<file path="src/slot_pm_pkg.sv">
`default_nettype none
// ==========================================================
// shared constants and carriers
package slot_pm_pkg;

    // ======================================================
    // register indices, byte address is four times the index
    localparam logic [9:0] SLOT_CONTROL_IDX = 10'h058;
    localparam logic [9:0] SLOT_STATUS_IDX = 10'h05a;
    localparam logic [9:0] PM_CAP_IDX = 10'h070;
    localparam logic [9:0] WAKE_CONTROL_IDX = 10'h080;

    // ======================================================
    // slot control fixed fields
    localparam logic [5:0] SLOT_IRQ_ENABLES_VAL = 6'h00;
    localparam logic [1:0] ATTENTION_LED_VAL = 2'h3;
    localparam logic [1:0] POWER_LED_VAL = 2'h1;
    localparam logic [5:0] SLOT_CTL_UPPER_VAL = 6'h00;

    // ======================================================
    // slot status fixed fields
    localparam logic [5:0] SLOT_FLAGS_VAL = 6'h00;
    localparam logic PRESENCE_STATE_VAL = 1'b1;
    localparam logic INTERLOCK_STATE_VAL = 1'b0;
    localparam logic [7:0] SLOT_STS_UPPER_VAL = 8'h00;

    // ======================================================
    // power management capability fields
    localparam logic [7:0] CAP_ID_VAL = 8'h01;
    localparam logic [7:0] NEXT_CAP_PTR_VAL = 8'h00;
    localparam logic [2:0] CAP_VERSION_VAL = 3'h2;
    localparam logic WAKE_CLOCK_VAL = 1'b0;
    localparam logic PM_RSVD20_VAL = 1'b0;
    localparam logic SPECIAL_INIT_RESET = 1'b0;
    localparam int SPECIAL_INIT_BIT = 21;
    localparam logic [2:0] AUX_CURRENT_VAL = 3'h0;
    localparam logic [1:0] D1_D2_SUPPORT_VAL = 2'h0;
    localparam logic [4:0] WAKE_SUPPORT_VAL = 5'b11001;

    // ======================================================
    // wake control register fields
    localparam int UNLOCK_BIT = 0;
    localparam int D3_COLD_BIT = 8;
    localparam int DROPPED_BIT = 9;
    localparam logic UNLOCK_RESET = 1'b0;
    localparam logic DROPPED_RESET = 1'b0;

    // ======================================================
    // bus responses
    localparam logic [1:0] RESP_OKAY = 2'h0;
    localparam logic [1:0] RESP_SLVERR = 2'h2;

    // assembled read image of the three capability words
    typedef struct packed {
        logic [15:0] slot_control;
        logic [15:0] slot_status;
        logic [31:0] power_mgmt_capabilities;
    } reg_image_t;

    // wake message path
    typedef struct packed {
        logic wake_msg;
        logic dropped;
    } wake_path_t;

endpackage
`default_nettype wire

</file>
<file path="src/reg_image.sv">
`default_nettype none
// ==========================================================
// fixed read image of slot and power management registers
module reg_image (
    input wire logic special_init, // held device specific init bit
    output slot_pm_pkg::reg_image_t image // assembled words
);
    import slot_pm_pkg::*;

    // every field but one is a constant, so writes cannot touch them
    always_comb begin
        image.slot_control = {SLOT_CTL_UPPER_VAL, POWER_LED_VAL,
                              ATTENTION_LED_VAL, SLOT_IRQ_ENABLES_VAL};
        image.slot_status = {SLOT_STS_UPPER_VAL, INTERLOCK_STATE_VAL,
                             PRESENCE_STATE_VAL, SLOT_FLAGS_VAL};
        image.power_mgmt_capabilities = {WAKE_SUPPORT_VAL, D1_D2_SUPPORT_VAL,
                                         AUX_CURRENT_VAL, special_init,
                                         PM_RSVD20_VAL, WAKE_CLOCK_VAL,
                                         CAP_VERSION_VAL, NEXT_CAP_PTR_VAL,
                                         CAP_ID_VAL};
    end

endmodule // reg_image
`default_nettype wire

</file>
<file path="src/wake_gate.sv">
`default_nettype none
// ==========================================================
// wake message forwarding gate
module wake_gate (
    input wire logic aclk, // core clock
    input wire logic aresetn, // synchronous reset, active low
    input wire logic wake_in, // one-cycle wake message from below
    input wire logic d3_cold, // port is in unpowered d3 cold
    output slot_pm_pkg::wake_path_t out // registered results
);
    import slot_pm_pkg::*;

    wake_path_t state_reg;
    wake_path_t state_next;

    // messages are swallowed in d3 cold; the system must route wake around us
    always_comb begin
        state_next.wake_msg = wake_in && !d3_cold;
        state_next.dropped = wake_in && d3_cold;
    end

    always_ff @(posedge aclk) begin
        if (!aresetn) begin
            state_reg <= '0;
        end else begin
            state_reg <= state_next;
        end
    end

    assign out = state_reg;

endmodule // wake_gate
`default_nettype wire

</file>
<file path="src/slot_pm_regs.sv">
// Added by the designer: register access over AXI4-Lite.
`default_nettype none
// Notes on behaviour
// - slot control interrupt enable bits 5:0 are read-only zero.
// - attention led control bits 7:6 read fixed 0x3.
// - power led control bits 9:8 read fixed 0x1.
// - slot control bits 10, 11 and 15:12 read-only zero.
// - slot status bits 5:0, 7 and 15:8 read-only zero.
// - slot status presence state bit 6 always reads one.
// - capability identifier bits 7:0 read 0x1.
// - next capability pointer bits 15:8 read 0x0.
// - capability version bits 18:16 read 0x2.
// - wake clock bit 19, bit 20, aux current 24:22 read zero.
// - special init bit 21 resets zero, writable only while unlocked.
// - d1 and d2 support bits 25, 26 read zero.
// - wake support bits 31:27 read fixed 0b11001.
// - wake messages are not forwarded while in d3 cold.
module slot_pm_regs #(
    parameter int ADDR_W = 12 // byte address width
) (
    input wire logic aclk, // core clock, 10 mhz
    input wire logic aresetn, // synchronous reset, active low
    // write address channel
    input wire logic awvalid, // write address valid
    output logic awready, // write address ready
    input wire logic [ADDR_W-1:0] awaddr, // write byte address
    input wire logic [2:0] awprot, // protection, unused
    // write data channel
    input wire logic wvalid, // write data valid
    output logic wready, // write data ready
    input wire logic [31:0] wdata, // write data
    input wire logic [3:0] wstrb, // byte lane strobes
    // write response channel
    output logic bvalid, // write response valid
    input wire logic bready, // write response ready
    output logic [1:0] bresp, // write response code
    // read address channel
    input wire logic arvalid, // read address valid
    output logic arready, // read address ready
    input wire logic [ADDR_W-1:0] araddr, // read byte address
    input wire logic [2:0] arprot, // protection, unused
    // read data channel
    output logic rvalid, // read data valid
    input wire logic rready, // read data ready
    output logic [31:0] rdata, // read data
    output logic [1:0] rresp, // read response code
    // wake message path
    input wire logic wake_in, // one-cycle wake message from a downstream port
    input wire logic d3_cold, // power controller reports d3 cold
    output logic wake_out // one-cycle forwarded wake message
);
    import slot_pm_pkg::*;

    // ======================================================
    // byte addresses derived from the register indices
    localparam logic [ADDR_W-1:0] SLOT_CONTROL_ADDR = ADDR_W'({SLOT_CONTROL_IDX, 2'b00});
    localparam logic [ADDR_W-1:0] SLOT_STATUS_ADDR = ADDR_W'({SLOT_STATUS_IDX, 2'b00});
    localparam logic [ADDR_W-1:0] PM_CAP_ADDR = ADDR_W'({PM_CAP_IDX, 2'b00});
    localparam logic [ADDR_W-1:0] WAKE_CONTROL_ADDR = ADDR_W'({WAKE_CONTROL_IDX, 2'b00});

    // ======================================================
    // module state
    typedef struct packed {
        // write halves waiting for their partner
        logic aw_held;
        logic [ADDR_W-1:0] aw_addr;
        logic w_held;
        logic [31:0] w_data;
        logic [3:0] w_strb;
        // registered answers on the two response channels
        logic bvalid;
        logic [1:0] bresp;
        logic rvalid;
        logic [31:0] rdata;
        logic [1:0] rresp;
        // software visible fields
        logic special_init;
        logic unlock;
        logic dropped;
    } state_t;

    state_t state_reg;
    state_t state_next;

    reg_image_t image;
    wake_path_t wake_path;

    // ======================================================
    // fixed register image and wake gate
    reg_image u_image (
        .special_init(state_reg.special_init),
        .image(image)
    );

    wake_gate u_wake (
        .aclk(aclk),
        .aresetn(aresetn),
        .wake_in(wake_in),
        .d3_cold(d3_cold),
        .out(wake_path)
    );

    // ======================================================
    // handshake terms
    logic aw_fire;
    logic w_fire;
    logic have_aw;
    logic have_w;
    logic wr_do;
    logic ar_fire;
    logic [ADDR_W-1:0] wr_addr;
    logic [31:0] wr_data;
    logic [3:0] wr_strb;

    // readies depend on state only, so a master cannot close a loop through them
    always_comb begin
        awready = !state_reg.aw_held && !state_reg.bvalid;
        wready = !state_reg.w_held && !state_reg.bvalid;
        arready = !state_reg.rvalid;
    end

    // address and data are each taken once, in either order
    always_comb begin
        aw_fire = awvalid && awready;
        w_fire = wvalid && wready;
        ar_fire = arvalid && arready;
        have_aw = state_reg.aw_held || aw_fire;
        have_w = state_reg.w_held || w_fire;
        wr_do = have_aw && have_w;
        wr_addr = state_reg.aw_held ? state_reg.aw_addr : awaddr;
        wr_data = state_reg.w_held ? state_reg.w_data : wdata;
        wr_strb = state_reg.w_held ? state_reg.w_strb : wstrb;
    end

    // ======================================================
    // address decode
    // word map, byte address is four times the index:
    //   slot control     fixed value in the low half word
    //   slot status      fixed value in the low half word
    //   capabilities     fixed except the special init bit
    //   wake control     unlock, live d3 cold level, sticky drop flag
    //   any other word   reads zero, drops writes, answers slverr
    logic wr_hit_fixed;
    logic wr_hit_pm;
    logic wr_hit_wake;
    logic wr_mapped;
    logic rd_mapped;
    logic [31:0] rd_word;
    logic [31:0] wake_word;

    // low two address bits are ignored, each register is one aligned word
    always_comb begin
        wr_hit_fixed = (wr_addr[ADDR_W-1:2] == SLOT_CONTROL_ADDR[ADDR_W-1:2])
                    || (wr_addr[ADDR_W-1:2] == SLOT_STATUS_ADDR[ADDR_W-1:2]);
        wr_hit_pm = wr_addr[ADDR_W-1:2] == PM_CAP_ADDR[ADDR_W-1:2];
        wr_hit_wake = wr_addr[ADDR_W-1:2] == WAKE_CONTROL_ADDR[ADDR_W-1:2];
        wr_mapped = wr_hit_fixed || wr_hit_pm || wr_hit_wake;
    end

    // wake control word shows lock, live power state and the drop flag
    always_comb begin
        wake_word = 32'h0000_0000;
        wake_word[UNLOCK_BIT] = state_reg.unlock;
        wake_word[D3_COLD_BIT] = d3_cold;
        wake_word[DROPPED_BIT] = state_reg.dropped;
    end

    // narrow registers sit in the low bits, upper bits read zero
    always_comb begin
        rd_mapped = 1'b1;
        unique case (araddr[ADDR_W-1:2])
            SLOT_CONTROL_ADDR[ADDR_W-1:2]: begin
                rd_word = {16'h0000, image.slot_control};
            end
            SLOT_STATUS_ADDR[ADDR_W-1:2]: begin
                rd_word = {16'h0000, image.slot_status};
            end
            PM_CAP_ADDR[ADDR_W-1:2]: begin
                rd_word = image.power_mgmt_capabilities;
            end
            WAKE_CONTROL_ADDR[ADDR_W-1:2]: begin
                rd_word = wake_word;
            end
            default: begin
                rd_word = 32'h0000_0000;
                rd_mapped = 1'b0;
            end
        endcase
    end

    // ======================================================
    // field write enables, each gated by the byte lane that holds it
    logic special_init_we;
    logic unlock_we;
    logic drop_clear;

    // the lock keeps a stray write from flipping the special init bit;
    // a capability write while locked still answers okay and changes nothing
    always_comb begin
        special_init_we = wr_do && wr_hit_pm && wr_strb[2] && state_reg.unlock;
        unlock_we = wr_do && wr_hit_wake && wr_strb[0];
        drop_clear = wr_do && wr_hit_wake && wr_strb[1] && wr_data[DROPPED_BIT];
    end

    // ======================================================
    // response codes
    logic [1:0] wr_resp;
    logic [1:0] rd_resp;

    // unmapped words answer slverr, so a stray pointer shows up at once
    always_comb begin
        wr_resp = wr_mapped ? RESP_OKAY : RESP_SLVERR;
        rd_resp = rd_mapped ? RESP_OKAY : RESP_SLVERR;
    end

    // ======================================================
    // next state
    always_comb begin
        state_next = state_reg;

        // hold a half of a write until its partner arrives
        if (aw_fire && !wr_do) begin
            state_next.aw_held = 1'b1;
            state_next.aw_addr = awaddr;
        end
        if (w_fire && !wr_do) begin
            state_next.w_held = 1'b1;
            state_next.w_data = wdata;
            state_next.w_strb = wstrb;
        end

        // write response stands until the master takes it
        if (state_reg.bvalid && bready) begin
            state_next.bvalid = 1'b0;
        end
        if (wr_do) begin
            state_next.aw_held = 1'b0;
            state_next.w_held = 1'b0;
            state_next.bvalid = 1'b1;
            state_next.bresp = wr_resp;
        end

        // only the special init bit of the capability word takes writes
        if (special_init_we) begin
            state_next.special_init = wr_data[SPECIAL_INIT_BIT];
        end
        // slot words have nothing writable, a write there changes nothing
        if (wr_do && wr_hit_fixed) begin
            state_next.special_init = state_reg.special_init;
        end

        // lock control
        if (unlock_we) begin
            state_next.unlock = wr_data[UNLOCK_BIT];
        end

        // drop flag: write one clears, a new drop in the same cycle wins
        if (drop_clear) begin
            state_next.dropped = 1'b0;
        end
        if (wake_path.dropped) begin
            state_next.dropped = 1'b1;
        end

        // read data stands until the master takes it
        if (state_reg.rvalid && rready) begin
            state_next.rvalid = 1'b0;
        end
        if (ar_fire) begin
            state_next.rvalid = 1'b1;
            state_next.rdata = rd_word;
            state_next.rresp = rd_resp;
        end
    end

    // ======================================================
    // state register
    always_ff @(posedge aclk) begin
        if (!aresetn) begin
            // handshakes clear, software fields take their named reset values
            state_reg <= '0;
            state_reg.special_init <= SPECIAL_INIT_RESET;
            state_reg.unlock <= UNLOCK_RESET;
            state_reg.dropped <= DROPPED_RESET;
        end else begin
            state_reg <= state_next;
        end
    end

    // ======================================================
    // outputs
    // write response
    assign bvalid = state_reg.bvalid;
    assign bresp = state_reg.bresp;

    // read data
    assign rvalid = state_reg.rvalid;
    assign rdata = state_reg.rdata;
    assign rresp = state_reg.rresp;

    // wake message, registered inside the gate
    assign wake_out = wake_path.wake_msg;

    // protection bits carry no meaning here
    logic unused_prot;
    assign unused_prot = ^{awprot, arprot};

endmodule // slot_pm_regs
`default_nettype wire

</file>
<file path="config.mk">
export PLATFORM = sky130hd
export DESIGN_NAME = slot_pm_regs
export DESIGN_NICKNAME = d
export VERILOG_FILES = /design/src/slot_pm_pkg.sv /design/src/reg_image.sv /design/src/wake_gate.sv /design/src/slot_pm_regs.sv
export SDC_FILE = /design/constraint.sdc
export NUM_CORES = 1
export LEC_CHECK = 0
export BUFFER_PORTS_ARGS = -buffer_cell sky130_fd_sc_hd__buf_2
export CORE_MARGIN = 4
export CORE_UTILIZATION = 40
export CTS_CLUSTER_SIZE = 24
export DETAILED_ROUTE_END_ITERATION = 10
export HOLD_SLACK_MARGIN = 0.03
export MAX_ROUTING_LAYER = met4
export PLACE_DENSITY_LB_ADDON = 0.25
export SLEW_MARGIN = 20
export SYNTH_ARGS = -nofsm -noshare
export SYNTH_HDL_FRONTEND = slang
export SYNTH_SLANG_ARGS = --single-unit
</file>
<file path="constraint.sdc">
create_clock -name aclk -period 2.55 [get_ports aclk]
set_input_delay 0.3825 -clock aclk [delete_from_list [all_inputs] [get_ports aclk]]
set_output_delay 0.3825 -clock aclk [all_outputs]
set_load 0.01 [all_outputs]
</file>
# Yosys cells after proc, flatten, opt, wreduce, memory -nomap -nowiden
# Index checks and enable logic that the tools add are counted.
[word_totals]
ff_bits = 82
in_bits = 75
out_inout_bits = 42
word_cells = 75
[classes]
n_eq_ne = 8
n_mux = 13
bitwise = 2
n_reduce_logical = 37
[op_table]
columns = ["operator", "count"]
rows = [
  ["32-bit one-hot mux with 4 select lines", 1],
  ["10-bit by 7-bit == test with 1-bit output (second input constant)", 6],
  ["35-bit 2-to-1 mux", 1],
  ["22-bit 2-to-1 mux", 1],
  ["10-bit by 8-bit == test with 1-bit output (second input constant)", 2],
  ["1-bit logical AND", 20],
  ["12-bit 2-to-1 mux", 1],
  ["1-bit zero test", 6],
  ["3-bit 2-to-1 mux", 2],
  ["2-bit nonzero test", 3],
  ["1-bit logical OR", 5],
  ["1-bit 2-to-1 mux", 5],
  ["2-bit 2-to-1 mux", 2],
  ["4-bit OR reduction", 1],
  ["1-bit inverter", 2],
  ["2-bit AND reduction", 1],
  ["2-bit OR reduction", 1],
]

# Logic depth before layout (Yosys ltp)
[depth]
ltp_word = 10
mapped_depth = 6
mapped_depth_nobuf = 4

# Hierarchy
# Synthesis repeated with hierarchy kept, for this count alone.
[unflattened]
hier_cells = 381
area_unflattened_um2 = 3544.6
[modules_own_cells]
columns = ["mod", "n_inst", "cells_per_inst", "area_each_um2", "seq_area_each_um2"]
rows = [
  ["slot_pm_regs", 1, 311, 3000.4, 1141.1],
  ["reg_image", 1, 66, 488.0, 0.0],
  ["wake_gate", 1, 4, 56.3, 40.0],
]

# Worst setup path after synthesis
# No wires, ideal clock.
[synth_path]
kind = "input to register"
from = "input port araddr[8]"
to = "register state_reg (netlist bit rdata[0])"
setup_ns = 0.074
arrival_ns = 1.615
setup_slack_ns = 0.861
stages = 4
n_path_buf = 0
path_cell_list = "or4b_2 -> nor4_1 -> nand3_1 -> a31oi_1"
[synth_between]
elab_chain_cells = 2
word_cells_on_any_way = 5
cone_classes = "eq/ne: 4; mux: 1"
[synth_lines]
columns = ["item", "line_no", "source"]
rows = [
  ["from (decl)", "slot_pm_regs.sv:40", "input wire logic [ADDR_W-1:0] araddr,"],
  ["10-bit by 8-bit == test with 1-bit output / 10-bit by 7-bit == test with 1-bit output (equally long branches)", "slot_pm_regs.sv:171", "unique case (araddr[ADDR_W-1:2])"],
  ["32-bit one-hot mux with 4 select lines *", "slot_pm_regs.sv:171", ""],
  ["to (signal assigned)", "slot_pm_regs.sv:286", "state_reg <= state_next;"],
  ["to (decl)", "slot_pm_regs.sv:82", "state_t state_reg;"],
]
# Mark *: on every way between the ends. The rest lies on a longest branch, timed or not.
# A chain may end at the register's enable or synchronous reset.

# Worst setup path in the final report
[layout_path]
from = "register state_reg[90] (netlist name)"
to = "register state_reg[1] (netlist name)"
[layout_between]
elab_chain_cells = 7
word_cells_on_any_way = 9
cone_classes = "eq/ne: 1; mux: 1; reduce/logical: 7"
[layout_lines]
columns = ["item", "line_no", "source"]
rows = [
  ["parallel branches: the longest is 5 deep, another holds 12-bit 2-to-1 mux", "--", ""],
  ["1-bit logical AND * (2 in a row)", "slot_pm_regs.sv:201", "unlock_we = wr_do && wr_hit_wake && wr_strb[0];"],
]
# Mark *: on every way between the ends.

==> results_dict.tcl <==
set metrics [dict create \
    status "finished, final reports clean" \
    layout_commonest_cell "buf_2" \
    clk_pin_slew_ns 0.07 \
    p_leak_uw 0.0009005 \
    die_h_um 75.74 \
    required_ns 2.74 \
    setup_viol 0 \
    met2_length_um 1826 \
    endpoint_kind "flip-flop" \
    grt_pass1_wl_um 6272 \
    synth_area_um2 1836 \
    layout-drive-gt1-share_pct 26.48 \
    fillers 475 \
    fmax_mhz 523.9 \
    ys_types 42 \
    overflow 0 \
    finalCriticalPeriod_ns 1.909 \
    crit_fanout 9 \
    clk_latency_ns 0.28 \
    diodes 0 \
    maxCapViolCount 0 \
    htree_levels 2 \
    drv_slew 0 \
    layout.cells.most_common_list "buf_2 (52), dfxtp_1 (34), conb_1 (24)" \
    grt_usage_pct 14.67 \
    clock-sinks 34 \
    finalCritPeriodShare_pct 74.86 \
    drtAntennaViolNets 0 \
    vias 1507 \
    fin_skew_ns 0.006407 \
    final_util_pct 46.46 \
    dr_wl_met3_um 293 \
    tns_ns 0 \
    clockBufferDepth 2 \
    syn_to_final_growth_pct 10.97 \
    die_w_um 75.74 \
    ys_ff_latch 34 \
    grt_pass1_vias 1383 \
    critPathLaunchType "flip-flop" \
    drt-vias-per-instance 4.941 \
    ys_seq_area_share_pct 37.08 \
    dp_hpwl_um 2916 \
    grt_max_degree 26 \
    top_layer "met4" \
    power_density_nw_per_um2 585.4 \
    critical_path_class "flip-flop to flip-flop" \
    wl_met1_um 1673 \
    dieArea_um2 5737 \
    multi_input_area_um2 917.1 \
    post_cts_buffers 0 \
    synth_cells 214 \
    tightest_slew_ns 0.8155 \
    max_slew_margin_pct 45.57 \
    wire_per_inst_um 12.63 \
    largest_reg_flops 21 \
    start_util_pct 41.87 \
    wl_um 3852 \
    hold_buffers 0 \
    final-hold-violation-count 0 \
    clockRootBuffer "clkbuf_8" \
    worstPathArrival_ns 2.10 \
    io_pins 117 \
    nets 327 \
    num_rows 24 \
    seqCellArea_um2 680.7 \
    core_um2 4384 \
    cts_tree "done" \
    vdd.ir_drop.worst_v 0.0003017 \
    dr.pass1.iters 4 \
    synth_area_per_cell_um2 8.577 \
    antenna_found_initial 0 \
    grt_setup_unrepaired "false" \
    gp_congestion 0.8009 \
    drt_iter0_markers 95 \
    io_buffers 52 \
    holdCritPathClass "primary input to flip-flop" \
    yosys_warnings 0 \
    holdWs_ns 0.2773 \
    cts_made_buffers 5 \
    post-route-drc-count 0 \
    cts_resized 0 \
]
## cells in the mapped netlist
cell / number / area, um^2
nand2_1: 13 / 48.80
o21ai_0: 10 / 50.05
or4b_1: 1 / 10.01
and4bb_2: 1 / 12.51
or3_1: 4 / 25.02
and3_1: 3 / 18.77
nor4b_1: 4 / 35.03
conb_1: 1 / 3.750
a22o_1: 2 / 17.52
o22ai_2: 1 / 12.51
a41oi_1: 2 / 17.52
or4b_2: 1 / 10.01
nor2_1: 15 / 56.30
dfxtp_1: 34 / 680.7
or3b_1: 1 / 8.760
and4b_1: 1 / 10.01
a41o_1: 1 / 10.01
o211ai_1: 1 / 7.510
o21a_1: 2 / 15.01
and2_1: 1 / 6.260
and3_2: 1 / 7.510
nor2b_1: 2 / 12.51
buf_4: 36 / 270.3
nand2b_1: 5 / 31.28
a22oi_1: 1 / 7.510
and3b_1: 2 / 17.52
mux2i_1: 13 / 130.1
a311oi_1: 1 / 8.760
a222oi_1: 1 / 10.01
a2bb2oi_1: 1 / 8.760
a21oi_1: 16 / 80.08
or4_2: 1 / 8.760
buf_2: 1 / 5.000
a31oi_1: 1 / 6.260
nand4_1: 1 / 6.260
nand3_1: 13 / 65.06
buf_1: 1 / 3.750
nor4_1: 1 / 6.260
inv_1: 6 / 22.52
or4_1: 2 / 15.01
mux2_2: 3 / 33.78
clkbuf_1: 6 / 22.52
## metrics by stage
step / setup WS, ns / cells / power (uW) / area (um^2)
floorplan: 0.8610 / 237 / 762.9 / 1922
global placement: 0.4938 / 297 / 803.2 / 1946
detailed placement: 0.4817 / 297 / 803.6 / 1946
CTS: 0.6471 / 305 / 1207 / 2037
global route: 0.4481 / 305 / 1266 / 2037
finish: 0.6411 / 305 / 1193 / 2037
## critical path: stages, from the launching register on
cell	delay [ns]
dfxtp_1	0.48
or3b_1	0.40
a222oi_1	0.49
a41oi_1	0.19
a311oi_1	0.25
## logic make-up after synthesis
kind of cell           share of synthesized area (%)
DFF                                            37.08
muxes                                          8.929
AOI/OAI and AO/OA                              13.70
other                                         0.2043
buffers and inverters                          17.65
and+or+nand+nor                                22.43
## power by group
group	leakage [uW]	total, uW	internal, uW	switching [uW]
logic	0.000575	207	84.0	123
clock network	0.0000482	401	218	183
registers	0.000277	585	561	23.4
## area by class of cell
type	instances	share of cell area (%)
Sequential cell	34	33.42
Inverter	6	1.106
Tap cell	52	3.194
Clock buffer	7	4.238
Clock inverter	1	0.2457
Multi-Input combinational cell	153	45.02
Timing Repair Buffer	52	12.78
## layer usage
metal  vias up  GRT usage (%)
li1        773              -
met1       684          19.42
met2        43          21.29
met3         7          3.694
met4         0          5.825
met5         -              -
## worst paths after layout
kind,startpoint,to,slack (ns),cells after the start
max reg2reg,state_reg[90],state_reg[1],0.64,4
min,d3_cold,u_wake.out[1],0.28,2
max,state_reg[90],state_reg[1],0.64,4
min reg2reg,u_wake.out[0],state_reg[0],0.44,1
(Power assumes the default switching activity.)
